[config.mk]
export PLATFORM = sky130hd
export DESIGN_NAME = csa_core
export DESIGN_NICKNAME = d
export VERILOG_FILES = /design/src/csa_pkg.sv /design/src/csa_core.sv
export SDC_FILE = /design/constraint.sdc
export NUM_CORES = 1
export LEC_CHECK = 0
export ABC_AREA = 1
export BUFFER_PORTS_ARGS = -buffer_cell sky130_fd_sc_hd__buf_2
export CAP_MARGIN = 0
export CORE_MARGIN = 3
export CORE_UTILIZATION = 35
export DETAILED_ROUTE_END_ITERATION = 8
export PLACE_DENSITY = 0.72
export SYNTH_ARGS = -nofsm -noshare
export SYNTH_HDL_FRONTEND = slang
export SYNTH_SLANG_ARGS = --single-unit
[constraint.sdc]
create_clock -name sys_clk -period 3.88 [get_ports sys_clk]
set_input_delay 0.194 -clock sys_clk [delete_from_list [all_inputs] [get_ports sys_clk]]
set_output_delay 0.194 -clock sys_clk [all_outputs]
set_load 0.05 [all_outputs]
[src/csa_pkg.sv]
// Package for the status, stack and addressing slice of the CPU core.
// Assumes a 16-bit data-memory map with SFR page at FE00H.
package csa_pkg;

    localparam logic [15:0] CSA_STATUS_ADDR = 16'hFE06;
    localparam logic [15:0] CSA_SP_LOW_ADDR = 16'hFE0A;
    localparam logic [15:0] CSA_SP_HIGH_ADDR = 16'hFE0B;
    localparam logic [7:0] CSA_STATUS_RESET = 8'h00;
    localparam logic [15:0] CSA_SP_RESET = 16'h0000;

    localparam int CSA_CARRY_BIT = 7;
    localparam int CSA_HALF_BIT = 6;
    localparam int CSA_USER5_BIT = 5;
    localparam int CSA_USER4_BIT = 4;
    localparam int CSA_BANK_BIT = 3;
    localparam int CSA_OVER_BIT = 2;
    localparam int CSA_NINTH_BIT = 1;
    localparam int CSA_PARITY_BIT = 0;

    localparam logic [15:0] CSA_RAM_TOP = 16'hFDFF;
    localparam logic [7:0] CSA_SFR_PAGE = 8'hFE;
    localparam logic [7:0] CSA_OUT_OF_AREA = 8'hFF;

    typedef enum logic [2:0] {
        CSA_OP_ADD,
        CSA_OP_SUB,
        CSA_OP_CMP,
        CSA_OP_ROT,
        CSA_OP_MUL16,
        CSA_OP_MUL24,
        CSA_OP_DIV
    } csa_op_e;

    typedef enum logic [2:0] {
        CSA_MODE_IMM,
        CSA_MODE_IND,
        CSA_MODE_IND_C,
        CSA_MODE_OFF,
        CSA_MODE_DIR,
        CSA_MODE_TBL,
        CSA_MODE_EXT
    } csa_mode_e;

    typedef enum logic [2:0] {
        CSA_STK_NONE,
        CSA_STK_PUSH,
        CSA_STK_POP,
        CSA_STK_CALL,
        CSA_STK_RET
    } csa_stk_e;

    typedef struct packed {
        logic valid;
        csa_op_e op;
        logic wide;
        logic [15:0] a;
        logic [15:0] b;
        logic cin;
        logic rot_out;
        logic [15:0] prod_hi;
        logic div_zero;
    } csa_alu_s;

    typedef struct packed {
        logic valid;
        csa_mode_e mode;
        logic [15:0] ptr;
        logic [7:0] c_reg;
        logic [6:0] off;
        logic [15:0] direct;
        logic [15:0] imm;
        logic [7:0] b_reg;
    } csa_ea_req_s;

    typedef struct packed {
        logic valid;
        logic [15:0] addr;
        logic force_ff;
        logic [15:0] imm;
        logic [17:0] code_addr;
        logic [23:0] ext_addr;
    } csa_ea_res_s;

endpackage

[src/csa_core.sv]
// Status flags, stack pointer and effective-address logic of the CPU core.
// Assumes the sequencer drives one stack operation at a time and waits on stk_busy.
`timescale 1ns/1ps
`default_nettype none
module csa_core
    import csa_pkg::*;
(
    input wire logic sys_clk,
    input wire logic arst_n,
    input wire logic [15:0] mem_addr,
    input wire logic mem_wr,
    input wire logic [7:0] mem_wdata,
    output logic mem_hit,
    output logic [7:0] mem_rdata,
    input wire logic [7:0] accumulator,
    input wire csa_alu_s alu_evt,
    input wire logic ninth_ld,
    input wire logic ninth_in,
    output logic ram_ninth_bit_flag,
    output logic [7:0] program_status_flags,
    output logic [15:0] stack_pointer,
    input wire csa_stk_e stk_op,
    input wire logic [8:0] stk_wdata,
    input wire logic [16:0] ret_pc_in,
    input wire logic code_bank_bit,
    output logic stk_busy,
    output logic [15:0] ram_addr,
    output logic ram_we,
    output logic ram_re,
    output logic [8:0] ram_wdata,
    input wire logic [8:0] ram_rdata,
    output logic pop_valid,
    output logic [8:0] pop_data,
    output logic ret_valid,
    output logic [16:0] ret_pc,
    output logic ret_bank,
    input wire logic [5:0] ptr_index,
    output logic [15:0] ptr_byte_addr,
    input wire csa_ea_req_s ea_req,
    output csa_ea_res_s ea_res
);

    typedef enum logic [1:0] {
        CSA_ST_IDLE,
        CSA_ST_CALL2,
        CSA_ST_RET2
    } csa_st_e;

    logic rst_meta_r;
    logic rst_n_r;
    logic [7:1] flags_r;
    logic [7:1] flags_nxt;
    logic [15:0] sp_r;
    logic [15:0] sp_nxt;
    logic [7:0] rdata_r;
    csa_st_e st_r;
    csa_st_e st_nxt;
    logic pop_valid_r;
    logic [8:0] pop_data_r;
    logic ret_valid_r;
    logic [8:0] ret_high_r;
    logic [16:0] ret_pc_r;
    logic ret_bank_r;
    logic [7:0] call_high_r;
    logic call_high_bit_r;
    csa_ea_res_s ea_r;
    csa_ea_res_s ea_nxt;

    // Reset release through two flops
    always_ff @(posedge sys_clk or negedge arst_n)
    begin
        if (!arst_n)
        begin
            rst_meta_r <= 1'b0;
            rst_n_r <= 1'b0;
        end
        else
        begin
            rst_meta_r <= 1'b1;
            rst_n_r <= rst_meta_r;
        end
    end

    // Register decode
    wire sel_status = (mem_addr == CSA_STATUS_ADDR);
    wire sel_sp_low = (mem_addr == CSA_SP_LOW_ADDR);
    wire sel_sp_high = (mem_addr == CSA_SP_HIGH_ADDR);
    wire wr_status = mem_wr && sel_status;
    wire parity = ^accumulator;
    wire [7:0] status_view = {flags_r, parity};
    assign mem_hit = sel_status || sel_sp_low || sel_sp_high;

    // Flag arithmetic
    wire [15:0] op_b_eff = (alu_evt.op == CSA_OP_ADD) ? alu_evt.b : ~alu_evt.b;
    wire cin_eff = (alu_evt.op == CSA_OP_ADD) ? alu_evt.cin : ~alu_evt.cin;
    wire [16:0] sum16 = {1'b0, alu_evt.a} + {1'b0, op_b_eff} + {16'h0000, cin_eff};
    wire [8:0] sum8 = {1'b0, alu_evt.a[7:0]} + {1'b0, op_b_eff[7:0]} + {8'h00, cin_eff};
    wire [4:0] nib_lo = {1'b0, alu_evt.a[3:0]} + {1'b0, op_b_eff[3:0]} + {4'h0, cin_eff};
    wire carry_into_hi = sum16[8] ^ alu_evt.a[8] ^ op_b_eff[8];
    wire [4:0] nib_hi = {1'b0, alu_evt.a[11:8]} + {1'b0, op_b_eff[11:8]} + {4'h0, carry_into_hi};
    wire raw_carry = alu_evt.wide ? sum16[16] : sum8[8];
    wire raw_half = alu_evt.wide ? nib_hi[4] : nib_lo[4];
    wire sign_a = alu_evt.wide ? alu_evt.a[15] : alu_evt.a[7];
    wire sign_b = alu_evt.wide ? op_b_eff[15] : op_b_eff[7];
    wire sign_r = alu_evt.wide ? sum16[15] : sum8[7];
    wire is_addsub = (alu_evt.op == CSA_OP_ADD) || (alu_evt.op == CSA_OP_SUB);
    // Subtraction is done as a + ~b + ~borrow, so the borrow is the inverted carry
    wire is_sub = (alu_evt.op != CSA_OP_ADD);
    wire carry_res = (alu_evt.op == CSA_OP_ROT) ? alu_evt.rot_out : (raw_carry ^ is_sub);
    wire half_res = raw_half ^ is_sub;
    wire signed_ovf = (sign_a == sign_b) && (sign_r != sign_a);
    wire mul_ovf = (alu_evt.op == CSA_OP_MUL16) ? (alu_evt.prod_hi[7:0] != 8'h00) : (alu_evt.prod_hi != 16'h0000);
    wire upd_carry = alu_evt.valid && (is_addsub || alu_evt.op == CSA_OP_CMP || alu_evt.op == CSA_OP_ROT);
    wire upd_half = alu_evt.valid && is_addsub;
    wire upd_over = alu_evt.valid && (alu_evt.op != CSA_OP_CMP) && (alu_evt.op != CSA_OP_ROT);
    wire over_res = is_addsub ? signed_ovf : ((alu_evt.op == CSA_OP_DIV) ? alu_evt.div_zero : mul_ovf);

    // Status next value: software write first, hardware updates override
    always_comb
    begin
        flags_nxt = flags_r;
        if (wr_status)
        begin
            flags_nxt = mem_wdata[7:1];
        end
        if (upd_carry)
        begin
            flags_nxt[CSA_CARRY_BIT] = carry_res;
        end
        if (upd_half)
        begin
            flags_nxt[CSA_HALF_BIT] = half_res;
        end
        if (upd_over)
        begin
            flags_nxt[CSA_OVER_BIT] = over_res;
        end
        if (ninth_ld)
        begin
            flags_nxt[CSA_NINTH_BIT] = ninth_in;
        end
        if (st_r == CSA_ST_IDLE && stk_op == CSA_STK_POP)
        begin
            flags_nxt[CSA_NINTH_BIT] = ram_rdata[8];
        end
    end

    // Stack sequencing
    wire [15:0] sp_inc = sp_r + 16'h0001;
    wire [15:0] sp_dec = sp_r - 16'h0001;
    wire idle = (st_r == CSA_ST_IDLE);
    wire do_push = idle && (stk_op == CSA_STK_PUSH);
    wire do_pop = idle && (stk_op == CSA_STK_POP);
    wire do_call = idle && (stk_op == CSA_STK_CALL);
    wire do_ret = idle && (stk_op == CSA_STK_RET);
    wire call2 = (st_r == CSA_ST_CALL2);
    wire ret2 = (st_r == CSA_ST_RET2);

    // Pointer always moves before a write and after a read
    assign ram_addr = (do_push || do_call || call2) ? sp_inc : sp_r;
    assign ram_we = do_push || do_call || call2;
    assign ram_re = do_pop || do_ret || ret2;
    assign ram_wdata = do_call ? {code_bank_bit, ret_pc_in[7:0]} :
                       (call2 ? {call_high_bit_r, call_high_r} : stk_wdata);
    assign stk_busy = !idle;

    always_comb
    begin
        st_nxt = st_r;
        sp_nxt = sp_r;
        if (mem_wr && sel_sp_low)
        begin
            sp_nxt[7:0] = mem_wdata;
        end
        if (mem_wr && sel_sp_high)
        begin
            sp_nxt[15:8] = mem_wdata;
        end
        unique case (st_r)
            CSA_ST_IDLE:
            begin
                if (do_push || do_call)
                begin
                    sp_nxt = sp_inc;
                end
                if (do_pop || do_ret)
                begin
                    sp_nxt = sp_dec;
                end
                if (do_call)
                begin
                    st_nxt = CSA_ST_CALL2;
                end
                if (do_ret)
                begin
                    st_nxt = CSA_ST_RET2;
                end
            end
            CSA_ST_CALL2:
            begin
                sp_nxt = sp_inc;
                st_nxt = CSA_ST_IDLE;
            end
            CSA_ST_RET2:
            begin
                sp_nxt = sp_dec;
                st_nxt = CSA_ST_IDLE;
            end
        endcase
    end

    always_ff @(posedge sys_clk or negedge rst_n_r)
    begin
        if (!rst_n_r)
        begin
            flags_r <= CSA_STATUS_RESET[7:1];
            sp_r <= CSA_SP_RESET;
            st_r <= CSA_ST_IDLE;
            rdata_r <= 8'h00;
        end
        else
        begin
            flags_r <= flags_nxt;
            sp_r <= sp_nxt;
            st_r <= st_nxt;
            rdata_r <= sel_status ? status_view : (sel_sp_low ? sp_r[7:0] : (sel_sp_high ? sp_r[15:8] : 8'h00));
        end
    end

    always_ff @(posedge sys_clk or negedge rst_n_r)
    begin
        if (!rst_n_r)
        begin
            pop_valid_r <= 1'b0;
            pop_data_r <= 9'h000;
            ret_valid_r <= 1'b0;
            ret_high_r <= 9'h000;
            ret_pc_r <= 17'h00000;
            ret_bank_r <= 1'b0;
            call_high_r <= 8'h00;
            call_high_bit_r <= 1'b0;
        end
        else
        begin
            pop_valid_r <= do_pop;
            if (do_pop)
            begin
                pop_data_r <= ram_rdata;
            end
            if (do_call)
            begin
                call_high_r <= ret_pc_in[15:8];
                call_high_bit_r <= ret_pc_in[16];
            end
            if (do_ret)
            begin
                ret_high_r <= ram_rdata;
            end
            ret_valid_r <= ret2;
            if (ret2)
            begin
                ret_pc_r <= {ret_high_r, ram_rdata[7:0]};
                ret_bank_r <= ram_rdata[8];
            end
        end
    end

    // Address generation
    wire [15:0] c_ext = {{8{ea_req.c_reg[7]}}, ea_req.c_reg};
    wire [15:0] off_ext = {{9{ea_req.off[6]}}, ea_req.off};
    wire [15:0] idx_sum = ea_req.ptr + ((ea_req.mode == CSA_MODE_OFF) ? off_ext : c_ext);
    wire base_ram = (ea_req.ptr <= CSA_RAM_TOP);
    wire base_sfr = (ea_req.ptr[15:8] == CSA_SFR_PAGE);
    wire indexed = (ea_req.mode == CSA_MODE_IND_C) || (ea_req.mode == CSA_MODE_OFF);
    // A negative index below 0000H wraps high and must also leave the RAM area
    wire ram_escape = base_ram && ((idx_sum > CSA_RAM_TOP) || (idx_sum > ea_req.ptr && idx_sum[15] != ea_req.ptr[15]));
    wire [15:0] idx_addr = base_sfr ? {CSA_SFR_PAGE, idx_sum[7:0]} : idx_sum;
    assign ptr_byte_addr = {9'h000, ptr_index, 1'b0};

    always_comb
    begin
        ea_nxt = '0;
        ea_nxt.valid = ea_req.valid;
        ea_nxt.ext_addr = {ea_req.b_reg, ea_req.ptr};
        ea_nxt.code_addr = {flags_r[CSA_BANK_BIT], flags_r[CSA_NINTH_BIT], ea_req.ptr};
        unique case (ea_req.mode)
            CSA_MODE_IMM:
            begin
                ea_nxt.imm = ea_req.imm;
            end
            CSA_MODE_IND:
            begin
                ea_nxt.addr = ea_req.ptr;
            end
            CSA_MODE_IND_C, CSA_MODE_OFF:
            begin
                ea_nxt.addr = idx_addr;
                ea_nxt.force_ff = ram_escape;
            end
            CSA_MODE_DIR:
            begin
                ea_nxt.addr = ea_req.direct;
            end
            CSA_MODE_TBL, CSA_MODE_EXT:
            begin
                ea_nxt.addr = ea_req.ptr;
            end
            default:
            begin
                ea_nxt.addr = ea_req.ptr;
            end
        endcase
    end

    always_ff @(posedge sys_clk or negedge rst_n_r)
    begin
        if (!rst_n_r)
        begin
            ea_r <= '0;
        end
        else
        begin
            ea_r <= ea_nxt;
        end
    end

    assign mem_rdata = rdata_r;
    assign program_status_flags = status_view;
    assign ram_ninth_bit_flag = flags_r[CSA_NINTH_BIT];
    assign stack_pointer = sp_r;
    assign pop_valid = pop_valid_r;
    assign pop_data = pop_data_r;
    assign ret_valid = ret_valid_r;
    assign ret_pc = ret_pc_r;
    assign ret_bank = ret_bank_r;
    assign ea_res = ea_r;
endmodule
`default_nettype wire

==> flow_summary.ini <==
[power_and_ir_drop]
p_leak_uw = 0.00653
finalPower_uw = 8480
p_per_area_mw_per_mm2 = 706
ir_worst_vdd_mv = 0.772

[timing]
rsz0062_at_grt = no
worst_slew_pin_slew_ns = 0.956
slew_viol_final = 0
timing.final.crit_share_pct = 83.2
setup_viol = 0
fmax_mhz = 310
fin_worst_hold_slack_ns = 0.0201
slew_headroom_pct = 36.3
finClkSkew_ns = 0.00830
fin_crit_ns = 3.23
hold_viol = 0
tns_ns = 0

[drt]
via_per_inst = 5.02
drt_iter0_drc = 661
avgRoutedWirePerCell_um = 16.9
antenna_left = 0
drc_errors = 0
vias = 9337
drt_pre_antenna_iters = 5
drt-total-wl_mm = 31.4

[min_path]
hold_class = in2reg
whs_path_depth = 2
min_from = ret_pc_in[14]
whs_endpoint = call_high_r[6]

[floorplanning]
std_cell_rows = 57
start_util_pct = 36.2
die_h_um = 166
die_w_um = 166
die-area_mm2 = 0.0275
fp.coreArea_mm2 = 0.0247
ios = 396

[setup_path]
reg2reg_depth = 14
worstPathArrival_ns = 3.57
startpoint_type = input pin
reg2reg_setup_slack_ns = 1.01
crit_chain = buf_2 -> nor2_4 -> inv_2 -> nor2_8 -> inv_2 -> or2_1 -> o21ai_2 -> inv_1 -> ha_1 -> nand2_1 -> nor3_1 -> nand2_1 -> o211ai_1 -> a21boi_0 -> o21ai_0 -> xor2_1 -> inv_1 -> ha_1 -> nand4_1 -> nor3_1 -> o21bai_1 -> a21oi_1
endpoint_kind = flop
slowest_delay_ns = 0.41
crit_path_top_delay_cell = ha_1
cp_max_fo = 9
crit_type = in2reg
r2r-end = stack_pointer[14]
r2r-start = st_r[0]
cp.required_ns = 4.22

[yosys]
synth_common_cells = nand2_1, dfrtp_1, inv_1, o21ai_0, nor2_1
synth-adder-area-share_pct = 7.22
synth_warnings = 0
synth_compound_area_share_pct = 14.9
ys_types = 53
syn_inst = 1128
synth_seq_area_share_pct = 39.8
synthFlopType = dfrtp_1
synth_seq_cells = 142
yosys-top-cells-area = dfrtp_1, nand2_1, ha_1
synth_top_family_by_area = simple AND/OR/NAND/NOR gates
synth_area_leader_cell = dfrtp_1
syn_avg_cell_area_um2 = 7.92
synthSimpleGateAreaFrac_pct = 21.1
muxShareOfSynthArea_pct = 1.25
syn_area_mm2 = 0.00894
postSynth.asyncResetShare_pct = 100
synth_xor_area_share_pct = 5.49
yosysMostFrequentCell = nand2_1
synth_edf_count = 0
yosys.area.top_type_share_pct = 39.8

[finish]
n_antenna_cell = 0
synthToLayoutAreaGrowth_pct = 34.5
num-nets-final = 1787
layout-drive-gt1-share_pct = 29.6
fillCellCount = 2454

[clock_tree]
clk_pin_slew_ns = 0.06
cts.sinks = 142
insertion_delay_ns = 0.41
cts-root-buf = clkbuf_16
cts_buffers = 17
cts_resized = 0
cts-htree-levels = 4
cts_buffer_depth = 2
cts_tree = yes

[run_status]
status = completed

[placement]
hpwl_mm = 24.0
io_buffer_count = 373
gp_congestion = 0.972

[global_route]
overflow = 0
grt_max_degree = 68
track_usage_pct = 22.2
grt_pass1_vias = 9180
grt_pass1_wl_mm = 49.5
antenna_found_initial = 1

[flow_run]
cap_violations = 0
worst max-delay path: cells and delay by family:
| family | cells | cell delay (ns) |
|---|---|---|
| xor gates and xnor gates | 1 | 0.18 |
| buffers and inverters | 5 | 0.55 |
| adders and majority gates | 2 | 0.69 |
| and+or+nand+nor | 8 | 1.06 |
| AOI/OAI and AO/OA | 6 | 0.88 |
per-stage QoR:
stage	utilization [%]	setup WS, ns	area, µm²	instances
finish	48.7	0.651	12000	1860
detailed placement	44.4	0.272	11000	1778
floorplan	-	0.712	8970	1137
global route	48.7	0.312	12000	1860
global placement	44.4	0.353	11000	1778
CTS	48.7	0.693	12000	1859
sequential cells by signal, summed over array words and instances (netlist names):
| name | count |
|---|---|
| ret_valid | 1 |
| pop_valid | 1 |
| flags_r | 7 |
| rst_meta_r | 1 |
| st_r | 2 |
| call_high_r | 8 |
| ret_bank | 1 |
| rst_n_r | 1 |
| call_high_bit_r | 1 |
| mem_rdata | 8 |
| ea_res | 60 |
| stack_pointer | 16 |
| ret_high_r | 9 |
| ret_pc | 17 |
| pop_data | 9 |
metal layers:
layer	up-vias	track usage, %	wire length [µm]
met2	416	38.1	15400
met4	2	6.62	806
met1	4365	27.7	12500
li1	4494	-	-
met3	60	5.69	2580
met5	-	0	13
kinds of logic after synthesis:
family	after synthesis
xor+xnor	56
fa+ha+maj	51
simple gates	438
compound gates	226
mux	10
buf+inv	203
other cells	2
flops	142
timing repair:
action / CTS / global route
hold buffers: 49 / 1
setup buffers: 0 / 0
setup endpoints to repair: 0 / 0
hold endpoints to repair: 50 / 1
cell usage in the layout (no fill, tap or decap), drive strengths merged, types with 2 or more instances in the layout:
master / n
dlygate4sd3: 50
xor2: 48
a31oi: 15
o211ai: 22
nor3: 19
conb: 11
mux2: 9
buf: 386
dfrtp: 142
xnor2: 8
nand3: 38
nand2: 280
a211oi: 4
nor4: 7
clkbuf: 19
clkinv: 7
inv: 139
ha: 50
o21ai: 99
o22ai: 14
a21oi: 44
nor2: 69
or2: 4
o221ai: 12
a2bb2oi: 2
nand4: 17
a22oi: 7
o21bai: 2
how the worst max path moves through the flow:
stage | startpoint | end | slack (ns)
after floorplan | ea_req[72] | ea_res[58] | 0.71
after global placement | ea_req[73] | ea_res[58] | 0.35
after detailed placement | ea_req[73] | ea_res[58] | 0.27
after CTS | ea_req[73] | ea_res[58] | 0.69
after global routing | ea_req[73] | ea_res[58] | 0.31
final | ea_req[73] | ea_res[58] | 0.65
final cells by class:
| class | count | area [µm²] | area share [%] |
|---|---|---|---|
| clock buffer | 19 | 453 | 3.77 |
| clock inverter | 13 | 116 | 0.968 |
| inverter | 134 | 505 | 4.21 |
| sequential | 142 | 3560 | 29.6 |
| tap | 324 | 405 | 3.37 |
| multi-input combinational | 792 | 4510 | 37.5 |
| timing repair buffer | 436 | 2480 | 20.6 |
report_power, final:
group          internal (µW)  switching, µW
Clock                    880            721
Sequential              1850            362
Combinational           1170           3500
Note: power is estimated with default switching activity, not from simulation.
